--- src/common/sac_consts.vh ---
// timing constants for the security alarm controller
// assumes a 100 MHz system clock; all counts but the power-on reset count derived from times in ms
`ifndef SAC_CONSTS_VH
`define SAC_CONSTS_VH

`define SAC_CLK_HZ          100000000
// held at 64 bits so the five-minute count does not overflow 32-bit arithmetic
`define SAC_CYC_PER_MS      (64'h0000000005F5E100 / 64'h00000000000003E8)
`define SAC_DEBOUNCE_MS     500
`define SAC_PULSE_HIGH_MS   1500
`define SAC_PULSE_LOW_MS    500
`define SAC_FAST_HALF_MS    125
`define SAC_DELAY_MS        45000
`define SAC_AUTORESET_MS    300000
`define SAC_DEBOUNCE_CYC    (`SAC_DEBOUNCE_MS * `SAC_CYC_PER_MS)
`define SAC_PULSE_HIGH_CYC  (`SAC_PULSE_HIGH_MS * `SAC_CYC_PER_MS)
`define SAC_PULSE_LOW_CYC   (`SAC_PULSE_LOW_MS * `SAC_CYC_PER_MS)
`define SAC_FAST_HALF_CYC   (`SAC_FAST_HALF_MS * `SAC_CYC_PER_MS)
`define SAC_DELAY_CYC       (`SAC_DELAY_MS * `SAC_CYC_PER_MS)
`define SAC_AUTORESET_CYC   (`SAC_AUTORESET_MS * `SAC_CYC_PER_MS)
`define SAC_POR_CYC         16

`endif

--- src/rtl/sac_alarm.v ---
// security alarm controller top: loops, panic, alarm outputs and status led
// assumes one free-running clock; reset is an optional extra, the block
// makes its own power-on reset
`timescale 1ns/1ns
`include "sac_consts.vh"

module sac_alarm #(
  parameter [63:0] DEBOUNCE_CYC  = `SAC_DEBOUNCE_CYC,
  parameter [63:0] PULSE_HI_CYC  = `SAC_PULSE_HIGH_CYC,
  parameter [63:0] PULSE_LO_CYC  = `SAC_PULSE_LOW_CYC,
  parameter [63:0] FAST_HALF_CYC = `SAC_FAST_HALF_CYC,
  parameter [63:0] DELAY_CYC     = `SAC_DELAY_CYC,
  parameter [63:0] AUTORESET_CYC = `SAC_AUTORESET_CYC
) (
  // clock and optional extra reset
  input  wire clk,
  input  wire reset,
  // monitored pins, all asynchronous
  input  wire instant_loop_in,
  input  wire delayed_loop_in,
  input  wire panic_n,
  // alarm and status outputs
  output reg  pulsed_alarm_out,
  output reg  steady_alarm_out,
  output reg  status_led_n
);
  localparam ST_IDLE  = 2'b00;
  localparam ST_DELAY = 2'b01;
  localparam ST_ALARM = 2'b10;

  localparam TW = 35;

  wire por;
  wire rst;
  wire inst_open;
  wire dly_open;
  wire panic_lvl;

  reg  [1:0]    state_r;
  reg  [1:0]    state_nxt;
  reg  [TW-1:0] exit_cnt_r;
  reg           exit_done_r;
  reg  [TW-1:0] delay_cnt_r;
  reg  [TW-1:0] alarm_cnt_r;
  reg  [TW-1:0] pulse_cnt_r;
  reg  [TW-1:0] fast_cnt_r;
  reg           fast_ph_r;
  reg           memory_r;
  reg           inst_prev_r;
  reg           dly_prev_r;
  reg           inst_edge;
  reg           dly_edge;
  reg           alarm_end;
  reg           pulse_hi;

  sac_por #(
    .CYCLES (`SAC_POR_CYC)
  ) u_por (
    .clk   (clk),
    .por_r (por)
  );

  assign rst = por | reset;

  // loops idle closed (low); panic idles released (high)
  sac_debounce #(
    .CNT_W    (TW),
    .STABLE   (DEBOUNCE_CYC),
    .IDLE_LVL (1'b0)
  ) u_db_inst (
    .clk     (clk),
    .reset   (rst),
    .pin_in  (instant_loop_in),
    .level_r (inst_open)
  );

  sac_debounce #(
    .CNT_W    (TW),
    .STABLE   (DEBOUNCE_CYC),
    .IDLE_LVL (1'b0)
  ) u_db_dly (
    .clk     (clk),
    .reset   (rst),
    .pin_in  (delayed_loop_in),
    .level_r (dly_open)
  );

  sac_debounce #(
    .CNT_W    (TW),
    .STABLE   (DEBOUNCE_CYC),
    .IDLE_LVL (1'b1)
  ) u_db_panic (
    .clk     (clk),
    .reset   (rst),
    .pin_in  (panic_n),
    .level_r (panic_lvl)
  );

  // trigger on new openings only, so a loop left open cannot retrigger
  always @*
  begin
    inst_edge = inst_open & ~inst_prev_r & exit_done_r;
    dly_edge  = dly_open & ~dly_prev_r;
    alarm_end = (alarm_cnt_r == AUTORESET_CYC[TW-1:0] - 1'b1);
    // the output is registered one cycle ahead of the counter, so look one step on
    pulse_hi  = (pulse_cnt_r < PULSE_HI_CYC[TW-1:0] - 1'b1) |
                (pulse_cnt_r == PULSE_HI_CYC[TW-1:0] + PULSE_LO_CYC[TW-1:0] - 1'b1);
  end

  always @*
  begin
    state_nxt = state_r;
    case (state_r)
      ST_IDLE:
      begin
        if (~panic_lvl | inst_edge)
          state_nxt = ST_ALARM;
        else if (dly_edge)
          state_nxt = ST_DELAY;
      end
      ST_DELAY:
      begin
        // further delayed-loop openings are ignored here so the countdown is not extended
        if (~panic_lvl | inst_edge)
          state_nxt = ST_ALARM;
        else if (delay_cnt_r == DELAY_CYC[TW-1:0] - 1'b1)
          state_nxt = ST_ALARM;
      end
      ST_ALARM:
      begin
        if (alarm_end)
          state_nxt = ST_IDLE;
      end
      default:
        state_nxt = ST_IDLE;
    endcase
  end

  always @(posedge clk)
  begin
    if (rst)
    begin
      state_r     <= ST_IDLE;
      exit_cnt_r  <= {TW{1'b0}};
      exit_done_r <= 1'b0;
      delay_cnt_r <= {TW{1'b0}};
      alarm_cnt_r <= {TW{1'b0}};
      pulse_cnt_r <= {TW{1'b0}};
      inst_prev_r <= 1'b0;
      dly_prev_r  <= 1'b0;
    end
    else
    begin
      state_r     <= state_nxt;
      inst_prev_r <= inst_open;
      dly_prev_r  <= dly_open;
      // exit window: instant loop disabled until this expires
      if (!exit_done_r)
      begin
        if (exit_cnt_r == DELAY_CYC[TW-1:0] - 1'b1)
          exit_done_r <= 1'b1;
        else
          exit_cnt_r <= exit_cnt_r + 1'b1;
      end
      if (state_r == ST_DELAY)
        delay_cnt_r <= delay_cnt_r + 1'b1;
      else
        delay_cnt_r <= {TW{1'b0}};
      if (state_r == ST_ALARM)
      begin
        alarm_cnt_r <= alarm_cnt_r + 1'b1;
        if (pulse_cnt_r == PULSE_HI_CYC[TW-1:0] + PULSE_LO_CYC[TW-1:0] - 1'b1)
          pulse_cnt_r <= {TW{1'b0}};
        else
          pulse_cnt_r <= pulse_cnt_r + 1'b1;
      end
      else
      begin
        alarm_cnt_r <= {TW{1'b0}};
        pulse_cnt_r <= {TW{1'b0}};
      end
    end
  end

  // led memory and blink phases; the slow phase keeps running after alarms
  // so memory blinking never stops until power-on reset or the reset input clears it
  reg [TW-1:0] slow_cnt_r;

  always @(posedge clk)
  begin
    if (rst)
    begin
      memory_r   <= 1'b0;
      fast_cnt_r <= {TW{1'b0}};
      fast_ph_r  <= 1'b0;
      slow_cnt_r <= {TW{1'b0}};
    end
    else
    begin
      if (state_r == ST_ALARM)
        memory_r <= 1'b1;
      if (fast_cnt_r == FAST_HALF_CYC[TW-1:0] - 1'b1)
      begin
        fast_cnt_r <= {TW{1'b0}};
        fast_ph_r  <= ~fast_ph_r;
      end
      else
        fast_cnt_r <= fast_cnt_r + 1'b1;
      if (slow_cnt_r == PULSE_HI_CYC[TW-1:0] + PULSE_LO_CYC[TW-1:0] - 1'b1)
        slow_cnt_r <= {TW{1'b0}};
      else
        slow_cnt_r <= slow_cnt_r + 1'b1;
    end
  end

  // outputs registered; restart after auto reset happens through IDLE
  // on the next cycle when panic is still held
  always @(posedge clk)
  begin
    if (rst)
    begin
      pulsed_alarm_out <= 1'b0;
      steady_alarm_out <= 1'b0;
      status_led_n     <= 1'b1;
    end
    else
    begin
      pulsed_alarm_out <= (state_nxt == ST_ALARM) & (state_r != ST_ALARM | pulse_hi);
      steady_alarm_out <= (state_nxt == ST_ALARM);
      if (state_r == ST_DELAY)
        status_led_n <= ~fast_ph_r;
      else if (memory_r | state_r == ST_ALARM)
        status_led_n <= ~(slow_cnt_r < PULSE_HI_CYC[TW-1:0]);
      else
        status_led_n <= 1'b1;
    end
  end
endmodule // sac_alarm

--- src/rtl/sac_debounce.v ---
// debouncer: two-flop synchroniser then a stability counter
// assumes a raw asynchronous pin; output starts at the given idle level
`timescale 1ns/1ns
module sac_debounce #(
  parameter       CNT_W    = 26,
  parameter [63:0] STABLE  = 50000000,
  parameter [0:0] IDLE_LVL = 1'b0
) (
  // clock and reset
  input  wire clk,
  input  wire reset,
  // pin and filtered level
  input  wire pin_in,
  output reg  level_r
);
  reg             sync1_r;
  reg             sync2_r;
  reg [CNT_W-1:0] cnt_r;

  always @(posedge clk)
  begin
    if (reset)
    begin
      sync1_r <= IDLE_LVL;
      sync2_r <= IDLE_LVL;
      cnt_r   <= {CNT_W{1'b0}};
      level_r <= IDLE_LVL;
    end
    else
    begin
      sync1_r <= pin_in;
      sync2_r <= sync1_r;
      // any bounce back to the accepted level restarts the count
      if (sync2_r == level_r)
        cnt_r <= {CNT_W{1'b0}};
      else if (cnt_r == STABLE[CNT_W-1:0] - 1'b1)
      begin
        cnt_r   <= {CNT_W{1'b0}};
        level_r <= sync2_r;
      end
      else
        cnt_r <= cnt_r + 1'b1;
    end
  end
endmodule // sac_debounce

--- src/rtl/sac_por.v ---
// internal power-on reset: holds reset for a fixed count after configuration
// assumes registers take their declared initial values at power-up (fpga style init)
`timescale 1ns/1ns
module sac_por #(
  parameter CYCLES = 16
) (
  // clock
  input  wire clk,
  // generated reset
  output reg  por_r
);
  reg [4:0] cnt_r = 5'h00;

  initial por_r = 1'b1;

  always @(posedge clk)
  begin
    if (cnt_r != CYCLES[4:0])
    begin
      cnt_r <= cnt_r + 5'h01;
      por_r <= 1'b1;
    end
    else
      por_r <= 1'b0;
  end
endmodule // sac_por
--- config.mk ---
export PLATFORM = sky130hd
export DESIGN_NAME = sac_alarm
export DESIGN_NICKNAME = d
export VERILOG_FILES = /design/src/rtl/sac_alarm.v /design/src/rtl/sac_debounce.v /design/src/rtl/sac_por.v
export VERILOG_INCLUDE_DIRS = /design/src /design/src/common
export SDC_FILE = /design/constraint.sdc
export NUM_CORES = 1
export LEC_CHECK = 0
export ABC_CLOCK_PERIOD_IN_PS = 6800
export BUFFER_PORTS_ARGS = -buffer_cell sky130_fd_sc_hd__buf_2
export CAP_MARGIN = 20
export CELL_PAD_IN_SITES_DETAIL_PLACEMENT = 1
export CELL_PAD_IN_SITES_GLOBAL_PLACEMENT = 1
export CORE_MARGIN = 5
export CORE_UTILIZATION = 53
export DETAILED_ROUTE_END_ITERATION = 8
export HOLD_SLACK_MARGIN = 0.1
export PLACE_DENSITY_LB_ADDON = 0.1
export SLEW_MARGIN = 20
export SYNTH_ARGS = -nofsm -noshare
export SYNTH_HDL_FRONTEND = slang
export SYNTH_SLANG_ARGS = --single-unit
export TNS_END_PERCENT = 1
--- constraint.sdc ---
create_clock -name clk -period 6.8 [get_ports clk]
set_input_delay 2.04 -clock clk [delete_from_list [all_inputs] [get_ports clk]]
set_output_delay 2.04 -clock clk [all_outputs]
set_load 0.05 [all_outputs]
Yosys cells after proc, flatten, opt, wreduce, memory -nomap -nowiden
Index checks and enable logic that the tools add are counted.
Storage, ports and cells
  bits in registers: 340
  logic and storage cells: 103
Cells by class
  add/sub/neg operators: 10
  magnitude comparators: 2
  equality and inequality tests: 17
  muxes and demuxes: 11
  bitwise operators: 21
  reductions and logical operators: 13
Operators with widths (count)
  $add 35x1->35 const B: 9
  $eq 35x26->1 const B: 3
  $eq 35x28->1 const B: 2
  $eq 35x33->1 const B: 2
  $lt 35x28->1 const B: 2
  $eq 35x24->1 const B: 1
  $eq 35x35->1 const B: 1
  $not 1->1: 12
  $reduce_or 3->1: 4
  $mux 2: 5
  $reduce_and 2->1: 4
  $reduce_or 2->1: 4
  $pmux 2 s3: 1
  $add 5x1->5 const B: 1
  $mux 1: 5
  $ne 5x5->1 const B: 1
  $or 1x1->1: 5
  $and 1x1->1: 4
  $eq 2x2->1 const B: 2
  $eq 1x1->1: 3
  $eq 2x1->1 const B: 1
  $logic_not 2->1: 1
  $ne 2x2->1 const B: 1

Logic depth before layout (Yosys ltp)
  word-level depth: 8
  depth in mapped cells: 8
  depth with buffers taken out: 6

Modules after synthesis
Synthesis repeated with hierarchy kept, for this count alone.
Second synthesis, totals
  cells, all modules: 1831
  area total of the unflattened synthesis: 15852.7 um^2
Modules (own cells, without submodules)
  sac_alarm: instances 1, cells each 1215, area each 10287.4 um^2
  sac_debounce at u_db_dly ...: instances 2, cells each 195, area each 1762.9 um^2
  sac_debounce at u_db_panic: instances 1, cells each 209, area each 1791.7 um^2
  sac_por: instances 1, cells each 17, area each 247.7 um^2

Worst setup path after synthesis
Ideal clock, no wire load.
  kind: input port to flip-flop
  start: in reset
  end: reg pulsed_alarm_out
  library setup time: 0.059 ns
  data arrival time: 3.433 ns
  required time: 6.741 ns
  setup slack: 3.308 ns
  cell stages on the path: 5
  buffers on the path: 0
  cell sequence: nor2_1 -> nand3_1 -> or4_1 -> o211ai_1 -> o31a_1
On the way
  cells in the longest elaborated chain, start to end: 1
RTL lines
  from (decl): RTL line sac_alarm.v:17  | input wire reset,
  $or 1x1->1: RTL line sac_alarm.v:63  | assign rst = por | reset;
  to (signal assigned): RTL line sac_alarm.v:228  | pulsed_alarm_out <= (state_nxt == ST_ALARM) & (state_r != ST_ALARM | pulse_hi);
  to (decl): RTL line sac_alarm.v:23  | output reg pulsed_alarm_out,
No other way between the ends.
A chain may end at the register's enable or synchronous reset.

Final worst setup path
  start: in reset
  end: reg u_db_panic.cnt_r[15]
On the way
  cells in the longest elaborated chain, start to end: 2
RTL lines
  $or 1x1->1: RTL line sac_alarm.v:63
  $reduce_or 3->1 (no line)
  to (signal assigned): RTL line sac_debounce.v:26  | cnt_r <= {CNT_W{1'b0}};
  to (signal assigned): RTL line sac_debounce.v:35  | cnt_r <= {CNT_W{1'b0}};
  to (signal assigned): RTL line sac_debounce.v:38  | cnt_r <= {CNT_W{1'b0}};
  to (decl): RTL line sac_debounce.v:18  | reg [CNT_W-1:0] cnt_r;
No other way between the ends.

==> results.cfg <==
[drt]
post-route-drc-count = 0
wl_per_cell_um = 16.6
postRouteAntennaNets = 0
routed-via-count = 12989
dr.pass1.iters = 4
vias_per_cell = 5.85
routed_wirelength_um = 36800
drtIter0Drc = 629

[outcome]
outcome = completed

[global_routing]
grt_pass1_wl_um = 63600
grt_start_max_net_pins = 43
grt_overflow = 0
grt_pass1_vias = 13392
grt_use_total = 0.220
antenna_found_initial = 0

[logic_synthesis]
yosys-top-cells-area = dfxtp_1 43%, nor2_1 7.5%, xnor2_1 7.2%
synth_cells = 1822
syn_area_per_cell_um2 = 8.50
yosys.area.top_type = dfxtp_1
ys_ff_latch = 340
synthDistinctLibCells = 53
synth_area_um2 = 15500
synth_top_area_share = 0.433
ys_warn_count = 0
ys_seq_area_frac = 0.443
synth_nets = 1838
async_flop_share = 0
synth_edf_count = 5
yosys_most_used_dff = dfxtp_1

[die]
fp.dieW_um = 181
start_util = 0.538
die-height_um = 181
fp.coreArea_um2 = 28800
rows = 62
die-area_um2 = 32800
io_pins = 8

[layout]
final_cell_mix = 335 x dfxtp_1, 306 x nor2_1, 131 x nand3_1
fillers = 3363
syn2layout_area_growth_pct = 10.8
final_common_cell = dfxtp_1
drive_above_1_share = 0.0544
fin_util = 0.597
num_antenna_cells = 0
fin_nets = 1826

[run]
cap_violations = 0

[pwr]
ir_worst_vdd_v = 0.000238
power_leakage_nw = 5.37
power.internal_mw = 3.28
combPwrFrac = 0.009
switching_share = 0.206
powerDensity_nw_per_um2 = 240
p_seq_frac = 0.487
p_sw_mw = 0.848
clockPowerShare = 0.504

[setup_path]
cp_max_fo = 42
critical_path.endpoint_type = flop
cp.arrival_ns = 3.88
required_ns = 7.25
r2r_cells = 6
r2r-start = u_db_panic.cnt_r[3]
cp-start-kind = input port
reg2reg_to = u_db_panic.cnt_r[15]
crit_type = input port to flop
rrSetupSlack_ns = 3.98

[clocking]
post_cts_buffers = 0
cts_buffer_depth = 3
clk_pin_slew_ns = 0.06
clk_latency_ns = 0.52
cts_resized = 0
cts.sinks = 340
cts_made_buffers = 39
cts-root-buf = clkbuf_16
cts_tree = done
cts_max_level = 2
holdBufCountCts = 0

[placed_design]
dpl_worst_slack_ns = 2.58
port_buffers = 7
routabilityCongestion = 0.796
dp_hpwl_um = 24100

[hold_path]
hold_class = flop to flop
holdPathStages = 1
holdCritStartpoint = u_db_inst.sync1_r
min_to = u_db_inst.sync2_r

[timing]
setup_viol = 0
worstMarginPinSlew_ns = 1.08
fmax_ghz = 0.292
fin_skew_ns = 0.0164
setup-tns-final_ns = 0
fin_crit_sh = 0.504
finalMaxSlewViolations = 0
rsz0062_at_grt = false
fin_ws_ns = 3.37
hold_viol = 0
fin_crit_ns = 3.43
relSlewSlack = 0.270
==> logic make-up (layout without fill, tap and decap cells) <==
family / count (synthesis) / in the layout / synth area share
mux: 9 / 9 / 0.00581
fa+ha+maj: 11 / 11 / 0.00888
buf+inv: 114 / 129 / 0.0287
flops: 340 / 340 / 0.443
simple gates: 983 / 983 / 0.330
compound gates: 125 / 125 / 0.0489
xor+xnor: 240 / 240 / 0.136
==> power groups by stage <==
| stage | sequential, mW | clock (mW) | combinational [mW] |
|---|---|---|---|
| floorplan | 2.05 | 0 | 0.0255 |
| global placement | 2.05 | 0 | 0.0346 |
| detailed placement | 2.05 | 0 | 0.0375 |
| CTS | 2.01 | 2.13 | 0.0380 |
| global route | 2.01 | 2.22 | 0.0423 |
| finish | 2.01 | 2.08 | 0.0370 |
==> final cells by class <==
class | instances | area [um^2] | area share
multi-input combinational | 1368 | 8230 | 0.479
clock inverter | 11 | 115 | 0.00671
inverter | 38 | 143 | 0.00831
sequential | 340 | 6860 | 0.399
timing repair buffer | 23 | 179 | 0.0104
clock buffer | 57 | 1170 | 0.0679
tap | 384 | 480 | 0.0280
==> state kept, by name, indices dropped and copies added (netlist names), 2 cells and up <==
register          cells
alarm_cnt_r          35
delay_cnt_r          35
exit_cnt_r           35
fast_cnt_r           35
pulse_cnt_r          35
slow_cnt_r           35
state_r               2
u_db_dly.cnt_r       35
u_db_inst.cnt_r      35
u_db_panic.cnt_r     35
u_por.cnt_r           5
==> cells in the mapped netlist, drive strengths merged, types with 7 or more instances <==
cell type and n:
mux2i 9, nand2 112, dfxtp 335, a21oi 43, inv 38, nand3 131, o21ai 31, or3 39
nor4 64, buf 16, xnor2 128, o211ai 11, ha 11, and3 53, clkbuf 60, and2 14
nand4 79, xor2 112, nor2 308, a31oi 7, o31ai 15, or4 31, nor3 59, nor4b 15
and4 48
==> routing by layer <==
layer / vias to the layer above / track usage / share of wire
li1: 6406 / - / -
met1: 6410 / 0.279 / 0.45
met2: 120 / 0.399 / 0.50
met3: 53 / 0.0318 / 0.027
met4: 0 / 0.0465 / 0.015
met5: - / 0 / 0
==> worst max-delay path, cell delays in order <==
cell and delay, ns:
buf_2 0.14, or2_2 0.29, buf_4 0.27, or3_1 0.72
buf_16 0.28, nor2_1 0.11
==> per-stage QoR <==
step	power, mW	cells	hold slack, ns	cell area [um^2]
detailed placement	2.09	2153	0.423	15900
finish	4.12	2221	0.427	17200
CTS	4.17	2221	0.431	17200
floorplan	2.08	1822	0.384	15500
global route	4.27	2221	0.453	17200
global placement	2.09	2151	0.410	15800
==> how the worst max path moves through the flow <==
stage               start  cells past startpoint                    to  slack, ns
floorplan           reset                      5      pulsed_alarm_out       3.31
global placement    reset                      6    u_db_inst.cnt_r[7]       2.70
detailed placement  reset                      6    u_db_inst.cnt_r[1]       2.58
CTS                 reset                      6    u_db_inst.cnt_r[1]       3.13
global route        reset                      6   u_db_inst.cnt_r[21]       3.22
finish              reset                      6  u_db_panic.cnt_r[15]       3.37
No activity file was read; power rests on OpenSTA's default activity.
